`config.mk`:
```
export PLATFORM = sky130hd
export DESIGN_NAME = lsx_exec
export DESIGN_NICKNAME = d
export VERILOG_FILES = /design/src/rtl/lsx_pkg.sv /design/src/rtl/lsx_addr_gen.sv /design/src/rtl/lsx_exec.sv
export SDC_FILE = /design/constraint.sdc
export NUM_CORES = 1
export LEC_CHECK = 0
export CORE_ASPECT_RATIO = 1.75
export CORE_MARGIN = 10
export CORE_UTILIZATION = 31
export DETAILED_ROUTE_END_ITERATION = 10
export DONT_BUFFER_PORTS = 1
export PLACE_DENSITY = 0.49
export SLEW_MARGIN = 30
export SYNTH_ARGS = -nofsm -noshare
export SYNTH_HDL_FRONTEND = slang
export SYNTH_SLANG_ARGS = --single-unit
```
`constraint.sdc`:
```
create_clock -name ref_clk -period 4.5 [get_ports ref_clk]
set_clock_uncertainty 0.15 [all_clocks]
set_input_delay 0.225 -clock ref_clk [delete_from_list [all_inputs] [get_ports ref_clk]]
set_output_delay 0.225 -clock ref_clk [all_outputs]
set_load 0.1 [all_outputs]
```
`src/rtl/lsx_pkg.sv`:
```
// Constants and types shared by the load/store execution unit
package lsx_pkg;

  localparam int          REG_COUNT   = 32;
  localparam int          REG_IDX_W   = 5;
  localparam int          DATA_W      = 8;
  localparam int          ADDR_W      = 16;
  localparam int          DISP_W      = 6;
  localparam int          PMEM_ADDR_W = 15;

  // Pointer pairs live in the register file, low byte first
  localparam logic [4:0]  PTR_X_LO    = 5'h1a;
  localparam logic [4:0]  PTR_Y_LO    = 5'h1c;
  localparam logic [4:0]  PTR_Z_LO    = 5'h1e;
  localparam logic [4:0]  PTR_HI_OFS  = 5'h01;
  localparam logic [4:0]  REG_ZERO    = 5'h00;

  localparam logic [7:0]  REG_RESET   = 8'h00;
  localparam logic [15:0] STACK_RESET = 16'h00ff;
  localparam logic [15:0] ADDR_STEP   = 16'h0001;

  // Occupancy in clock cycles, accept cycle included
  localparam int          DATA_CYCLES = 2;
  localparam int          PMEM_CYCLES = 3;

  typedef enum logic [3:0] {
    LSX_OP_INDIRECT_LOAD,
    LSX_OP_OFFSET_LOAD,
    LSX_OP_ABSOLUTE_LOAD,
    LSX_OP_INDIRECT_STORE,
    LSX_OP_OFFSET_STORE,
    LSX_OP_ABSOLUTE_STORE,
    LSX_OP_PROGRAM_MEMORY_READ,
    LSX_OP_PUSH,
    LSX_OP_POP
  } lsx_op_e;

  typedef enum logic [1:0] {
    LSX_PTR_X,
    LSX_PTR_Y,
    LSX_PTR_Z
  } lsx_ptr_e;

  typedef enum logic [1:0] {
    LSX_MODE_PLAIN,
    LSX_MODE_POST_INC,
    LSX_MODE_PRE_DEC
  } lsx_mode_e;

  typedef enum logic [1:0] {
    LSX_STATE_IDLE,
    LSX_STATE_ACCESS,
    LSX_STATE_PWAIT
  } lsx_state_e;

endpackage : lsx_pkg

```
`src/rtl/lsx_addr_gen.sv`:
```
// Effective address and pointer update for indirect accesses
`timescale 1ns/100ps
`default_nettype none
module lsx_addr_gen (
  input  wire logic [15:0]      ptrValue,
  input  wire lsx_pkg::lsx_mode_e mode,
  input  wire logic             useDisp,
  input  wire logic [5:0]       disp,
  output logic      [15:0]      accessAddr,
  output logic      [15:0]      ptrNext,
  output logic                  ptrWrite
);

  always_comb begin
    accessAddr = ptrValue;
    ptrNext    = ptrValue;
    ptrWrite   = 1'b0;
    if (useDisp) begin
      // Displacement never touches the pointer
      accessAddr = ptrValue + {10'h000, disp};
    end else begin
      case (mode)
        lsx_pkg::LSX_MODE_POST_INC: begin
          ptrNext  = ptrValue + lsx_pkg::ADDR_STEP;
          ptrWrite = 1'b1;
        end
        lsx_pkg::LSX_MODE_PRE_DEC: begin
          // Decrement first, access the new address
          accessAddr = ptrValue - lsx_pkg::ADDR_STEP;
          ptrNext    = ptrValue - lsx_pkg::ADDR_STEP;
          ptrWrite   = 1'b1;
        end
        default: begin
          ptrWrite = 1'b0;
        end
      endcase
    end
  end

endmodule : lsx_addr_gen
`default_nettype wire

```
`src/rtl/lsx_exec.sv`:
```
// Load/store execution unit with register file, stack pointer and memory ports
`timescale 1ns/100ps
`default_nettype none
// Summary of operation
// - Indirect load reads pointer address; optional post-increment
// - Pre-decrement load: decrement pointer, then read
// - Offset load reads Y or Z pointer plus displacement, pointer kept
// - Absolute load reads instruction address, two cycles
// - Post-increment store writes, then advances pointer
// - Pre-decrement store: decrement pointer, then write
// - Offset store writes Y or Z pointer plus displacement
// - Absolute store writes instruction address, two cycles
// - Program memory read via Z, three cycles
// - Push writes source register to stack, two cycles
// - Pop moves stack top to destination, two cycles
module lsx_exec (
  input  wire logic                 ref_clk,
  input  wire logic                 rst,
  input  wire logic                 cmdValid,
  output logic                      cmdReady,
  input  wire lsx_pkg::lsx_op_e     cmdOp,
  input  wire lsx_pkg::lsx_ptr_e    cmdPtr,
  input  wire lsx_pkg::lsx_mode_e   cmdMode,
  input  wire logic [4:0]           cmdReg,
  input  wire logic [5:0]           cmdDisp,
  input  wire logic [15:0]          cmdAddr,
  output logic                      opDone,
  output logic [15:0]               dmemAddr,
  output logic                      dmemRdEn,
  output logic                      dmemWrEn,
  output logic [7:0]                dmemWrData,
  input  wire logic [7:0]           dmemRdData,
  output logic [14:0]               pmemAddr,
  output logic                      pmemRdEn,
  input  wire logic [15:0]          pmemRdData,
  output logic [15:0]               stackPointer,
  input  wire logic [4:0]           viewRegIdx,
  output logic [7:0]                viewRegData
);

  lsx_pkg::lsx_state_e state_q, state_d;
  logic [7:0]          regFile_q [lsx_pkg::REG_COUNT];
  logic [7:0]          regFile_d [lsx_pkg::REG_COUNT];
  logic [15:0]         sp_q, sp_d;
  logic [15:0]         dmemAddr_q, dmemAddr_d;
  logic                dmemRdEn_q, dmemRdEn_d;
  logic                dmemWrEn_q, dmemWrEn_d;
  logic [7:0]          dmemWrData_q, dmemWrData_d;
  logic [14:0]         pmemAddr_q, pmemAddr_d;
  logic                pmemRdEn_q, pmemRdEn_d;
  logic                highByte_q, highByte_d;
  logic [4:0]          dest_q, dest_d;
  logic                loadPend_q, loadPend_d;
  logic                done_q, done_d;

  logic                cmdAccept;
  logic [4:0]          ptrLo;
  logic [15:0]         ptrValue;
  logic [15:0]         zValue;
  logic                useDisp;
  logic [15:0]         genAddr;
  logic [15:0]         genNext;
  logic                genWrite;

  assign cmdAccept = cmdValid && (state_q == lsx_pkg::LSX_STATE_IDLE);
  assign cmdReady  = (state_q == lsx_pkg::LSX_STATE_IDLE);

  always_comb begin
    case (cmdPtr)
      lsx_pkg::LSX_PTR_X: ptrLo = lsx_pkg::PTR_X_LO;
      lsx_pkg::LSX_PTR_Y: ptrLo = lsx_pkg::PTR_Y_LO;
      default:            ptrLo = lsx_pkg::PTR_Z_LO;
    endcase
  end

  assign ptrValue = {regFile_q[ptrLo + lsx_pkg::PTR_HI_OFS], regFile_q[ptrLo]};
  assign zValue   = {regFile_q[lsx_pkg::PTR_Z_LO + lsx_pkg::PTR_HI_OFS], regFile_q[lsx_pkg::PTR_Z_LO]};
  assign useDisp  = (cmdOp == lsx_pkg::LSX_OP_OFFSET_LOAD) || (cmdOp == lsx_pkg::LSX_OP_OFFSET_STORE);

  lsx_addr_gen lsx_addr_gen_i (
    .ptrValue   (ptrValue),
    .mode       (cmdMode),
    .useDisp    (useDisp),
    .disp       (cmdDisp),
    .accessAddr (genAddr),
    .ptrNext    (genNext),
    .ptrWrite   (genWrite)
  );

  always_comb begin
    state_d      = state_q;
    regFile_d    = regFile_q;
    sp_d         = sp_q;
    dmemAddr_d   = dmemAddr_q;
    dmemRdEn_d   = 1'b0;
    dmemWrEn_d   = 1'b0;
    dmemWrData_d = dmemWrData_q;
    pmemAddr_d   = pmemAddr_q;
    pmemRdEn_d   = 1'b0;
    highByte_d   = highByte_q;
    dest_d       = dest_q;
    loadPend_d   = 1'b0;
    done_d       = 1'b0;
    case (state_q)
      lsx_pkg::LSX_STATE_IDLE: begin
        if (cmdAccept) begin
          state_d      = lsx_pkg::LSX_STATE_ACCESS;
          dest_d       = cmdReg;
          dmemWrData_d = regFile_q[cmdReg];
          case (cmdOp)
            lsx_pkg::LSX_OP_INDIRECT_LOAD, lsx_pkg::LSX_OP_INDIRECT_STORE: begin
              dmemAddr_d = genAddr;
              dmemRdEn_d = (cmdOp == lsx_pkg::LSX_OP_INDIRECT_LOAD);
              dmemWrEn_d = (cmdOp == lsx_pkg::LSX_OP_INDIRECT_STORE);
              loadPend_d = (cmdOp == lsx_pkg::LSX_OP_INDIRECT_LOAD);
              if (genWrite) begin
                regFile_d[ptrLo]                        = genNext[7:0];
                regFile_d[ptrLo + lsx_pkg::PTR_HI_OFS]  = genNext[15:8];
              end
            end
            lsx_pkg::LSX_OP_OFFSET_LOAD, lsx_pkg::LSX_OP_OFFSET_STORE: begin
              // The X pointer has no displacement form: no access, still completes
              if (cmdPtr != lsx_pkg::LSX_PTR_X) begin
                dmemAddr_d = genAddr;
                dmemRdEn_d = (cmdOp == lsx_pkg::LSX_OP_OFFSET_LOAD);
                dmemWrEn_d = (cmdOp == lsx_pkg::LSX_OP_OFFSET_STORE);
                loadPend_d = (cmdOp == lsx_pkg::LSX_OP_OFFSET_LOAD);
              end
            end
            lsx_pkg::LSX_OP_ABSOLUTE_LOAD: begin
              dmemAddr_d = cmdAddr;
              dmemRdEn_d = 1'b1;
              loadPend_d = 1'b1;
            end
            lsx_pkg::LSX_OP_ABSOLUTE_STORE: begin
              dmemAddr_d = cmdAddr;
              dmemWrEn_d = 1'b1;
            end
            lsx_pkg::LSX_OP_PROGRAM_MEMORY_READ: begin
              pmemAddr_d = zValue[15:1];
              pmemRdEn_d = 1'b1;
              highByte_d = zValue[0];
              if (cmdMode == lsx_pkg::LSX_MODE_POST_INC) begin
                regFile_d[lsx_pkg::PTR_Z_LO]                      = 8'(zValue + lsx_pkg::ADDR_STEP);
                regFile_d[lsx_pkg::PTR_Z_LO + lsx_pkg::PTR_HI_OFS] = 8'((zValue + lsx_pkg::ADDR_STEP) >> 8);
              end
            end
            lsx_pkg::LSX_OP_PUSH: begin
              dmemAddr_d = sp_q;
              dmemWrEn_d = 1'b1;
              sp_d       = sp_q - lsx_pkg::ADDR_STEP;
            end
            lsx_pkg::LSX_OP_POP: begin
              dmemAddr_d = sp_q + lsx_pkg::ADDR_STEP;
              dmemRdEn_d = 1'b1;
              loadPend_d = 1'b1;
              sp_d       = sp_q + lsx_pkg::ADDR_STEP;
            end
            default: begin
              state_d = lsx_pkg::LSX_STATE_ACCESS;
            end
          endcase
        end
      end
      lsx_pkg::LSX_STATE_ACCESS: begin
        if (pmemRdEn_q) begin
          // Program memory answers one cycle later
          state_d = lsx_pkg::LSX_STATE_PWAIT;
        end else begin
          if (loadPend_q) begin
            regFile_d[dest_q] = dmemRdData;
          end
          state_d = lsx_pkg::LSX_STATE_IDLE;
          done_d  = 1'b1;
        end
      end
      lsx_pkg::LSX_STATE_PWAIT: begin
        regFile_d[dest_q] = highByte_q ? pmemRdData[15:8] : pmemRdData[7:0];
        state_d = lsx_pkg::LSX_STATE_IDLE;
        done_d  = 1'b1;
      end
      default: begin
        state_d = lsx_pkg::LSX_STATE_IDLE;
      end
    endcase
  end

  always_ff @(posedge ref_clk) begin
    if (rst) begin
      state_q      <= lsx_pkg::LSX_STATE_IDLE;
      sp_q         <= lsx_pkg::STACK_RESET;
      dmemAddr_q   <= 16'h0000;
      dmemRdEn_q   <= 1'b0;
      dmemWrEn_q   <= 1'b0;
      dmemWrData_q <= 8'h00;
      pmemAddr_q   <= 15'h0000;
      pmemRdEn_q   <= 1'b0;
      highByte_q   <= 1'b0;
      dest_q       <= 5'h00;
      loadPend_q   <= 1'b0;
      done_q       <= 1'b0;
    end else begin
      state_q      <= state_d;
      sp_q         <= sp_d;
      dmemAddr_q   <= dmemAddr_d;
      dmemRdEn_q   <= dmemRdEn_d;
      dmemWrEn_q   <= dmemWrEn_d;
      dmemWrData_q <= dmemWrData_d;
      pmemAddr_q   <= pmemAddr_d;
      pmemRdEn_q   <= pmemRdEn_d;
      highByte_q   <= highByte_d;
      dest_q       <= dest_d;
      loadPend_q   <= loadPend_d;
      done_q       <= done_d;
    end
  end

  for (genvar gi = 0; gi < lsx_pkg::REG_COUNT; gi++) begin : g_reg
    always_ff @(posedge ref_clk) begin
      if (rst) begin
        regFile_q[gi] <= lsx_pkg::REG_RESET;
      end else begin
        regFile_q[gi] <= regFile_d[gi];
      end
    end
  end

  assign opDone       = done_q;
  assign dmemAddr     = dmemAddr_q;
  assign dmemRdEn     = dmemRdEn_q;
  assign dmemWrEn     = dmemWrEn_q;
  assign dmemWrData   = dmemWrData_q;
  assign pmemAddr     = pmemAddr_q;
  assign pmemRdEn     = pmemRdEn_q;
  assign stackPointer = sp_q;
  assign viewRegData  = regFile_q[viewRegIdx];
endmodule : lsx_exec
`default_nettype wire

```
==> impl_metrics.ini, run 1 <==
[sta]
finalHoldViolCount = 0
rsz0062_at_grt = no
tightest_slew_ns = 1.06
setup_slack_ns = 0.338
period_share = 0.925
finalSetupViolations = 0
setup-tns-final_ns = 0
max_clock_freq_mhz = 240
hold_ws_ns = 0.0240
post-route-min-period_ns = 4.16
slew_headroom = 0.295
final-max-slew-violation-count = 0

[synth]
synthArstFlopShare = 0
ys_seq_elements = 323
synth.top_cell.area_share = 0.320
netlist_instances = 2399
syn-mean-instance-area_um2 = 8.41
netlist.top_cell.by_area = sky130_fd_sc_hd__dfxtp_1
postSynthNetCount = 2482
number_of_synthesized_flops_with_an_enable_pin = 0
synth_area_leaders = sky130_fd_sc_hd__dfxtp_1, sky130_fd_sc_hd__mux4_2, sky130_fd_sc_hd__nor2_1
synth_warnings = 0
synth.distinct_cells = 74
top_reg_cell_synth = sky130_fd_sc_hd__dfxtp_1
fraction_of_the_yosys_area_taken_by_sequential_cells = 0.320
post_synth_instance_area_mm2 = 0.0202

[clock_tree]
clock_tree.root_cell = sky130_fd_sc_hd__clkbuf_16
path_clk_slew_ns = 0.06
tritoncts.num_buffers = 38
ctsLongestPathBuffers = 3
tritoncts = yes
h-tree-depth = 2
cts_num_sinks = 323
worstSkewPairLatency_ns = 0.58

[setup_path]
regToRegSetupSlack_ns = 0.34
criticalPathCategory = flip-flop to flip-flop
path_max_fanout = 11
critical_path_arrival_ns = 4.51
worstPathRequired_ns = 4.85
setup_crit_end = dmemAddr[9]
critPathLaunchType = flip-flop
critPathCaptureType = flip-flop
critical_path.reg2reg.endpoint = dmemAddr[9]
worst_reg_to_reg_path_cell_count = 14

[global_routing]
track_usage = 0.217
initial_antenna_violation_count = 1
wire_length_of_the_first_global_routing_pass_um = 126000
first_global_vias = 18900
largest_net_degree_at_the_start_of_global_routing = 244
overflow = 0

[drt]
drt-total-wl_um = 84400
route.detailed.wl_per_inst_um = 26.6
dr_total_vias = 19400
remaining_drc_errors = 0
final_antenna_net_count = 0
vias_per_std_cell = 6.12
drt_first_iter_violations = 1743
firstDrtPassIters = 6

[floorplanning]
coreArea_mm2 = 0.0643
dieArea_mm2 = 0.0761
initial_cell_density_of_the_core = 0.314
std_cell_rows = 123
die_boundary_width_um = 213
pin_count = 135
chipHeight_um = 357

[min_path]
min_from = cmdReg[3]
hold_path.class = input pin to flip-flop

[place]
detailedPlace.worstSlack_ns = 0.473
hpwl_um = 56800
buffer_ports.inserted = 0
routabilityCongestion = 0.969

[layout]
flow.area_growth_from_synthesis_pct = 13.6
drive_gt1_frac = 0.152
fillers = 6626
final_net_count = 2417

[status]
result_of_the_run = finished, final reports clean

[power]
ir_worst_vdd_mv = 0.269
leakage_nw = 7.84
power.density_cell_area_mw_per_mm2 = 314

[job]
drv_cap = 0
## what timing repair did
item	in CTS	in global routing
hold buffers	70	1
endpoints found under the setup margin	0	4
endpoints found under the hold margin	305	78
resized for setup	0	4
buffers inserted	0	0
## layer usage
metal,up-vias,share of wire,track usage
li1,8756,-,-
met4,0,0.069,0.135
met3,258,0.081,0.0542
met1,9481,0.35,0.228
met5,-,0,0
met2,951,0.50,0.382
## stage by stage
step,total power [mW],instances,instance area [um^2],util
6_report,7.19,3177,22900,0.356
3_5_place_dp,3.85,3034,20800,0.323
4_1_cts,7.24,3174,22800,0.355
3_3_place_gp,3.85,3034,20800,0.323
2_1_floorplan,3.71,2399,20200,-
5_1_grt,7.42,3176,22900,0.356
## layout by cell type, fill, tap and decap left out, types with 8 or more instances in the layout
master                            n
sky130_fd_sc_hd__clkbuf_8        14
sky130_fd_sc_hd__xor2_1          16
sky130_fd_sc_hd__nand3_1         54
sky130_fd_sc_hd__dfxtp_2         18
sky130_fd_sc_hd__o22ai_1         10
sky130_fd_sc_hd__a21oi_1        109
sky130_fd_sc_hd__nand2_1        170
sky130_fd_sc_hd__a22o_1          11
sky130_fd_sc_hd__a22oi_2          8
sky130_fd_sc_hd__buf_4           63
sky130_fd_sc_hd__o21ai_0         97
sky130_fd_sc_hd__xnor2_1         24
sky130_fd_sc_hd__a221oi_1        11
sky130_fd_sc_hd__nor3_1          44
sky130_fd_sc_hd__and2_1           9
sky130_fd_sc_hd__o21a_1          17
sky130_fd_sc_hd__nor4_1          15
sky130_fd_sc_hd__inv_1           22
sky130_fd_sc_hd__dlygate4sd3_1   70
sky130_fd_sc_hd__nand2b_1         9
sky130_fd_sc_hd__a221o_1         15
sky130_fd_sc_hd__mux2i_1         42
sky130_fd_sc_hd__nor2_1         529
sky130_fd_sc_hd__nand4_1         18
sky130_fd_sc_hd__a31oi_1        227
sky130_fd_sc_hd__nor2b_1          9
sky130_fd_sc_hd__or3_1           12
sky130_fd_sc_hd__clkbuf_16       39
sky130_fd_sc_hd__a32oi_1         10
sky130_fd_sc_hd__o221ai_1        11
sky130_fd_sc_hd__dfxtp_1        305
sky130_fd_sc_hd__ha_1            15
sky130_fd_sc_hd__a211oi_1        16
sky130_fd_sc_hd__mux2_2          17
sky130_fd_sc_hd__o21ai_1         12
sky130_fd_sc_hd__mux4_2         160
sky130_fd_sc_hd__and3_1          11
## synthesized netlist by cell type (15+ instances only)
cell type                  count
sky130_fd_sc_hd__nand3_1      54
sky130_fd_sc_hd__nand2_1     171
sky130_fd_sc_hd__mux2i_1      42
sky130_fd_sc_hd__mux2_2       17
sky130_fd_sc_hd__xnor2_1      24
sky130_fd_sc_hd__inv_1        22
sky130_fd_sc_hd__a21oi_1     110
sky130_fd_sc_hd__nor3_1       46
sky130_fd_sc_hd__o21a_1       18
sky130_fd_sc_hd__xor2_1       16
sky130_fd_sc_hd__dfxtp_1     323
sky130_fd_sc_hd__a221o_1      15
sky130_fd_sc_hd__a22oi_1      15
sky130_fd_sc_hd__buf_1        19
sky130_fd_sc_hd__o21ai_0      98
sky130_fd_sc_hd__a31oi_1     227
sky130_fd_sc_hd__ha_1         15
sky130_fd_sc_hd__mux4_2      160
sky130_fd_sc_hd__clkbuf_1    204
sky130_fd_sc_hd__nor4_1       15
sky130_fd_sc_hd__a211oi_1     16
sky130_fd_sc_hd__nor2_1      530
sky130_fd_sc_hd__nand4_1      18
## critical path: stages (launching register included)
cell	delay, ns
sky130_fd_sc_hd__dfxtp_1	0.35
sky130_fd_sc_hd__mux2i_1	0.19
sky130_fd_sc_hd__o21a_1	0.16
sky130_fd_sc_hd__buf_4	0.21
sky130_fd_sc_hd__clkinvlp_4	0.23
sky130_fd_sc_hd__ha_1	0.38
sky130_fd_sc_hd__and3_1	0.19
sky130_fd_sc_hd__o21ai_1	0.20
sky130_fd_sc_hd__a41oi_1	0.20
sky130_fd_sc_hd__maj3_1	0.51
sky130_fd_sc_hd__a32oi_1	0.28
sky130_fd_sc_hd__xnor2_1	0.15
sky130_fd_sc_hd__nand2_1	0.08
sky130_fd_sc_hd__a311oi_1	0.24
sky130_fd_sc_hd__dlygate4sd3_1	0.57
## report_power, final
group / internal [mW] / total, mW / switching (mW)
Clock: 1.95 / 3.30 / 1.35
Combinational: 0.291 / 0.854 / 0.563
Sequential: 2.89 / 3.04 / 0.149
Total: 5.13 / 7.19 / 2.06
## area by class of cell
cell class | count | area (um^2) | share of cell area
antenna | 1 | 2.50 | 0.000109
clock buffer | 60 | 1190 | 0.0521
clock inverter | 10 | 123 | 0.00535
inverter | 24 | 93.8 | 0.00410
multi-input combinational | 1811 | 12700 | 0.556
sequential | 323 | 6490 | 0.283
tap | 812 | 1020 | 0.0443
timing repair buffer | 136 | 1250 | 0.0545
## how the worst min path moves through the flow
| stage | endpoint | cells past startpoint |
|---|---|---|
| CTS | flip-flop | 2 |
| finish | dmemWrData[2] | 3 |
| global placement | loadPend_q | 1 |
| global route | flip-flop | 2 |
| floorplan | state_q[0] | 1 |
| detailed placement | loadPend_q | 1 |
## kinds of logic after synthesis
kind of cell             after synthesis  share of synthesized area
AND/OR/NAND/NOR                      914                      0.194
AO/OA/AOI/OAI                        620                      0.197
flip-flops                           323                      0.320
buffers and inverters                265                     0.0509
multiplexers                         219                      0.209
XOR/XNOR                              40                     0.0174
adder cells (fa/ha/maj)               18                     0.0113
(Power assumes the default switching activity.)
==> run 2: changes to the inputs <==
--- a/config.mk
+++ b/config.mk
@@ -10,6 +10,7 @@
 export CORE_UTILIZATION = 31
 export DETAILED_ROUTE_END_ITERATION = 10
 export DONT_BUFFER_PORTS = 1
+export MAX_ROUTING_LAYER = met4
 export PLACE_DENSITY = 0.49
 export SLEW_MARGIN = 30
 export SYNTH_ARGS = -nofsm -noshare
==> constraint.sdc (replaced) <==
create_clock -name ref_clk -period 4.5 [get_ports ref_clk]
set_clock_uncertainty 0.15 [all_clocks]
set_input_delay 0.225 -clock ref_clk [delete_from_list [all_inputs] [get_ports ref_clk]]
set_output_delay 0.225 -clock ref_clk [all_outputs]
set_load 0.005 [all_outputs]
==> run 2 against run 1 <==
- register-to-register slack worse by 0.06 ns
- clock power up 6%
- combinational power down 2.5%
- wire length up 1.4%
- power up 0.96%
- core utilization about the same
- largest power group unchanged
==> impl_metrics.ini, run 2 (synthesized netlist as in run 1, its figures left out) <==
[sta]
finalHoldViolCount = 0
post-route-min-period_ns = 4.22
finalSetupViolations = 0
period_share = 0.938
final-max-slew-violation-count = 0
max_clock_freq_mhz = 237
rsz0062_at_grt = no
setup-tns-final_ns = 0
slew_headroom = 0.312
tightest_slew_ns = 1.03

[clock_tree]
path_clk_slew_ns = 0.07
post_cts_buffers = 0
ctsLongestPathBuffers = 3
tritoncts.num_buffers = 39
h-tree-depth = 2
worstSkewPairLatency_ns = 0.57
cts_num_sinks = 323
tritoncts = yes
clock_tree.root_cell = sky130_fd_sc_hd__clkbuf_16

[place]
routabilityCongestion = 0.997
hpwl_um = 58500
buffer_ports.inserted = 0

[floorplanning]
coreArea_mm2 = 0.0643
die_boundary_width_um = 213
initial_cell_density_of_the_core = 0.314
dieArea_mm2 = 0.0761
chipHeight_um = 357
std_cell_rows = 123
pin_count = 135

[global_routing]
first_global_vias = 19300
largest_net_degree_at_the_start_of_global_routing = 244
overflow = 0
wire_length_of_the_first_global_routing_pass_um = 128000
initial_antenna_violation_count = 0
track_usage = 0.227

[power]
ir_worst_vdd_mv = 0.260
power.density_cell_area_mw_per_mm2 = 317
leakage_nw = 7.87

[setup_path]
critPathCaptureType = flip-flop
worstPathRequired_ns = 4.81
critical_path_arrival_ns = 4.53
critPathLaunchType = flip-flop
criticalPathCategory = flip-flop to flip-flop
path_max_fanout = 8

[job]
drv_cap = 0

[drt]
firstDrtPassIters = 7
dr_total_vias = 19600
drt_first_iter_violations = 1819
drt-total-wl_um = 85600
final_antenna_net_count = 0
vias_per_std_cell = 6.17
route.detailed.wl_per_inst_um = 27.0
remaining_drc_errors = 0

[layout]
drive_gt1_frac = 0.141
flow.area_growth_from_synthesis_pct = 13.7
layout_commonest_cell = sky130_fd_sc_hd__nor2_1
postLayoutCoreUtil = 0.356
final_net_count = 2413
total_inserted_antenna_cells = 0
mostFrequentLayoutCells = sky130_fd_sc_hd__nor2_1, sky130_fd_sc_hd__dfxtp_1, sky130_fd_sc_hd__a31oi_1

[min_path]
hold_path.class = input pin to flip-flop

[status]
result_of_the_run = finished, final reports clean
[run 2: area by class of cell]
class                      count  area, um^2
tap                          812        1020
timing repair buffer         131        1220
inverter                      24        90.1
sequential                   323        6470
multi-input combinational   1811       12700
fill                        6649       41400
clock buffer                  51        1100
clock inverter                19         293
[run 2: final timing paths]
check / startpoint / end / slack (ns) / cells after the start
max: flip-flop / flip-flop / 0.28 / 12
min: rst / flip-flop / 0.03 / 2
max reg2reg: flip-flop / flip-flop / 0.28 / 12
min reg2reg: flip-flop / flip-flop / 0.35 / 2
[run 2: metal layers]
metal / up-vias / track usage / part of all wire
met2: 918 / 0.397 / 0.51
met3: 266 / 0.0443 / 0.070
met1: 9635 / 0.229 / 0.34
li1: 8747 / - / -
met5: - / - / 0
met4: 0 / 0.140 / 0.071
[run 2: what timing repair did]
item                                    CTS  global route
hold buffers                             73             2
gates resized for setup                   0             2
endpoints found under the setup margin    0             8
hold endpoints to repair                303            71
[run 2: through the flow]
step	cells	power (mW)	area, um^2	hold WS (ns)	setup WS (ns)
2_1_floorplan	2399	3.58	20200	0.213	1.27
3_3_place_gp	3024	3.74	20700	0.199	0.424
3_5_place_dp	3024	3.74	20700	0.188	0.415
4_1_cts	3167	7.29	22900	0.00786	0.208
5_1_grt	3171	7.48	22900	0.0225	0.130
6_report	3171	7.26	22900	0.0280	0.281
[run 2: report_power, final]
group	switching, mW	leakage [nW]	internal, mW
clock	1.36	0.695	2.13
combinational	0.541	4.57	0.292
sequential	0.0497	2.61	2.89
[run 2: worst max-delay path, stage by stage (launching register included)]
cell                            delay, ns
sky130_fd_sc_hd__dfxtp_1             0.63
sky130_fd_sc_hd__nand2_1             0.09
sky130_fd_sc_hd__o21a_1              0.26
sky130_fd_sc_hd__inv_1               0.24
sky130_fd_sc_hd__ha_1                0.23
sky130_fd_sc_hd__o211ai_1            0.20
sky130_fd_sc_hd__nor4_4              0.47
sky130_fd_sc_hd__mux2i_1             0.15
sky130_fd_sc_hd__a222oi_1            0.73
sky130_fd_sc_hd__o311ai_0            0.22
sky130_fd_sc_hd__o21ai_0             0.11
sky130_fd_sc_hd__nor2_1              0.05
sky130_fd_sc_hd__dlygate4sd3_1       0.55
==> run 3: changes to the inputs <==
--- a/config.mk
+++ b/config.mk
@@ -5,8 +5,9 @@
 export SDC_FILE = /design/constraint.sdc
 export NUM_CORES = 1
 export LEC_CHECK = 0
+export ABC_AREA = 1
 export CORE_ASPECT_RATIO = 1.75
-export CORE_MARGIN = 10
+export CORE_MARGIN = 4
 export CORE_UTILIZATION = 31
 export DETAILED_ROUTE_END_ITERATION = 10
 export DONT_BUFFER_PORTS = 1
==> run 3 against run 2 <==
- wire length up 24%
- die area down 5.4%
- cell area up 1.8%
- largest cell class unchanged
- sequential power up 3%
- final cell count up 29%
- hold slack worse by 0.0081 ns
- via count up 23%
- setup slack better by 0.55 ns
- synthesized cell count up 36%
- critical path depth up 2
- register-to-register slack better by 0.71 ns
==> impl_metrics.ini, run 3 <==
[place]
buffer_ports.inserted = 0
hpwl_um = 75300
detailedPlace.worstSlack_ns = 0.879
routabilityCongestion = 0.980
dpl-instance-area_mm2 = 0.0217

[sta]
rsz0062_at_grt = no
setup-tns-final_ns = 0
tightest_slew_ns = 1.08
final-max-slew-violation-count = 0
max_clock_freq_mhz = 272
period_share = 0.816
finalSetupViolations = 0
setup_slack_ns = 0.827
finalHoldViolCount = 0
slew_headroom = 0.273
post-route-min-period_ns = 3.67

[setup_path]
path_max_fanout = 27
criticalPathCategory = input pin to flip-flop
critical_path_arrival_ns = 4.06
worstPathRequired_ns = 4.89
timing.critical_path.max_delay_family = buffers and inverters
critPathCaptureType = flip-flop
cp_num_buf_inv = 6
critical-path-slowest-cell = sky130_fd_sc_hd__dlygate4sd3_1
critPathLaunchType = input pin
cpPeakStageDelay_ns = 0.61
crit_chain = dlygate4sd3_1 > nor2_1 > inv_1 > nor3_2 > buf_4 > a21oi_2 > nand2_4 > inv_2 > a31oi_1 > nand2_1 > inv_2 > o21ai_0 > a31oi_1 > dlygate4sd3_1

[clock_tree]
path_clk_slew_ns = 0.07
h-tree-depth = 2
cts_num_sinks = 323
ctsLongestPathBuffers = 3
tritoncts = yes
worstSkewPairLatency_ns = 0.59
tritoncts.num_buffers = 37
clock_tree.root_cell = sky130_fd_sc_hd__clkbuf_16

[power]
power.density_cell_area_mw_per_mm2 = 347
leakage_nw = 8.45
ir_worst_vdd_mv = 0.269

[layout]
drive_gt1_frac = 0.0636
flow.area_growth_from_synthesis_pct = 11.3
mostFrequentLayoutCells = sky130_fd_sc_hd__nand2_1, sky130_fd_sc_hd__nor2_1, sky130_fd_sc_hd__o21ai_0
final_design_area_no_fill_mm2 = 0.0233
final_net_count = 3263
fillers = 7377
layout_commonest_cell = sky130_fd_sc_hd__nand2_1
seqCellArea_mm2 = 0.00647
postLayoutCoreUtil = 0.350
multi_input_logic_area_mm2 = 0.0127

[synth]
netlist.top_cell.by_area = sky130_fd_sc_hd__dfxtp_1
synth.distinct_cells = 54
fraction_of_the_yosys_area_taken_by_sequential_cells = 0.308
ys_seq_elements = 323
top_reg_cell_synth = sky130_fd_sc_hd__dfxtp_1
synth.top_cell.area_share = 0.308
synth_warnings = 0
postSynthNetCount = 3356
synthArstFlopShare = 0
synth_area_leaders = sky130_fd_sc_hd__dfxtp_1, sky130_fd_sc_hd__nand2_1, sky130_fd_sc_hd__o21ai_0
netlist_instances = 3273
number_of_synthesized_flops_with_an_enable_pin = 0
synth_common_cells = sky130_fd_sc_hd__nand2_1, sky130_fd_sc_hd__nor2_1, sky130_fd_sc_hd__o21ai_0
post_synth_instance_area_mm2 = 0.0210
syn-mean-instance-area_um2 = 6.41
synth.most_common_cell = sky130_fd_sc_hd__nand2_1

[drt]
remaining_drc_errors = 0
vias_per_std_cell = 5.89
dr_total_vias = 24100
final_antenna_net_count = 0
drt_first_iter_violations = 2461
firstDrtPassIters = 8
drt-total-wl_um = 106000
route.detailed.wl_per_inst_um = 26.0

[global_routing]
first_global_vias = 22700
largest_net_degree_at_the_start_of_global_routing = 244
overflow = 0
track_usage = 0.290
initial_antenna_violation_count = 1
wire_length_of_the_first_global_routing_pass_um = 153000

[floorplanning]
initial_cell_density_of_the_core = 0.314
std_cell_rows = 125
coreArea_mm2 = 0.0668
pin_count = 135
die_boundary_width_um = 205
chipHeight_um = 352
dieArea_mm2 = 0.0720

[status]
result_of_the_run = finished, final reports clean

[job]
drv_cap = 0

[min_path]
hold_path.class = input pin to flip-flop
## run 3: logic make-up (layout without fill, tap and decap cells)
| family | Yosys count | in the layout | synth area share |
|---|---|---|---|
| AO/OA/AOI/OAI | 1116 | 1116 | 0.315 |
| XOR/XNOR | 7 | 7 | 0.00292 |
| adder cells (fa/ha/maj) | 16 | 16 | 0.00991 |
| buffers and inverters | 456 | 392 | 0.0847 |
| flip-flops | 323 | 323 | 0.308 |
| multiplexers | 9 | 9 | 0.00430 |
| other | 0 | 2 | 0 |
| AND/OR/NAND/NOR | 1346 | 1346 | 0.275 |
## run 3: final timing paths
| path | from | to | slack, ns | cells past startpoint |
|---|---|---|---|---|
| setup / recovery | cmdOp[0] | dmemAddr[0] | 0.83 | 14 |
| hold / removal | cmdReg[3] | dmemWrData[0] | 0.02 | 5 |
| setup reg to reg | flip-flop | flip-flop | 0.99 | 13 |
| hold reg to reg | flip-flop | flip-flop | 0.31 | 2 |
## run 3: timing repair
action	4_1_cts	5_1_grt
buffers inserted	0	0
hold endpoints to repair	279	39
hold buffers	28	1
gates resized for setup	0	0
## run 3: layer usage
metal | up-vias | global-route usage | wire [um]
met4 | 0 | 0.244 | 11900
li1 | 11200 | - | -
met5 | - | - | 0
met3 | 432 | 0.0568 | 7640
met2 | 1165 | 0.482 | 51200
met1 | 11400 | 0.289 | 35700
## run 3: where the power goes
group / internal [mW] / total [mW] / leakage (nW) / switching (mW)
combinational: 0.412 / 1.68 / 5.20 / 1.27
sequential: 2.92 / 3.03 / 2.61 / 0.106
clock: 1.98 / 3.39 / 0.641 / 1.41
total: 5.31 / 8.10 / 8.45 / 2.79
## run 3: stage by stage
stage | hold slack (ns) | power [mW] | instances
final | 0.0199 | 8.10 | 4100
after global routing | 0.0911 | 8.36 | 4099
after CTS | 0.00158 | 8.12 | 4096
after global placement | 0.164 | 4.66 | 4000
after floorplan | 0.237 | 4.07 | 3273
after detailed placement | 0.169 | 4.65 | 4000
## run 3: tightest hold or removal path, cell delays in order
cell                      delay [ns]
sky130_fd_sc_hd__nand3_1        0.14
sky130_fd_sc_hd__a21oi_1        0.19
sky130_fd_sc_hd__a211o_1        0.11
sky130_fd_sc_hd__nand2_1        0.04
sky130_fd_sc_hd__inv_1          0.04
## run 3: layout make-up
class	instances	share of cell area
multi-input cells	2494	0.545
flip-flops and latches	323	0.277
clock buffers	56	0.0483
well taps	889	0.0477
inverters	233	0.0378
repair buffers	91	0.0356
clock inverters	12	0.00831
diodes	2	0.000214
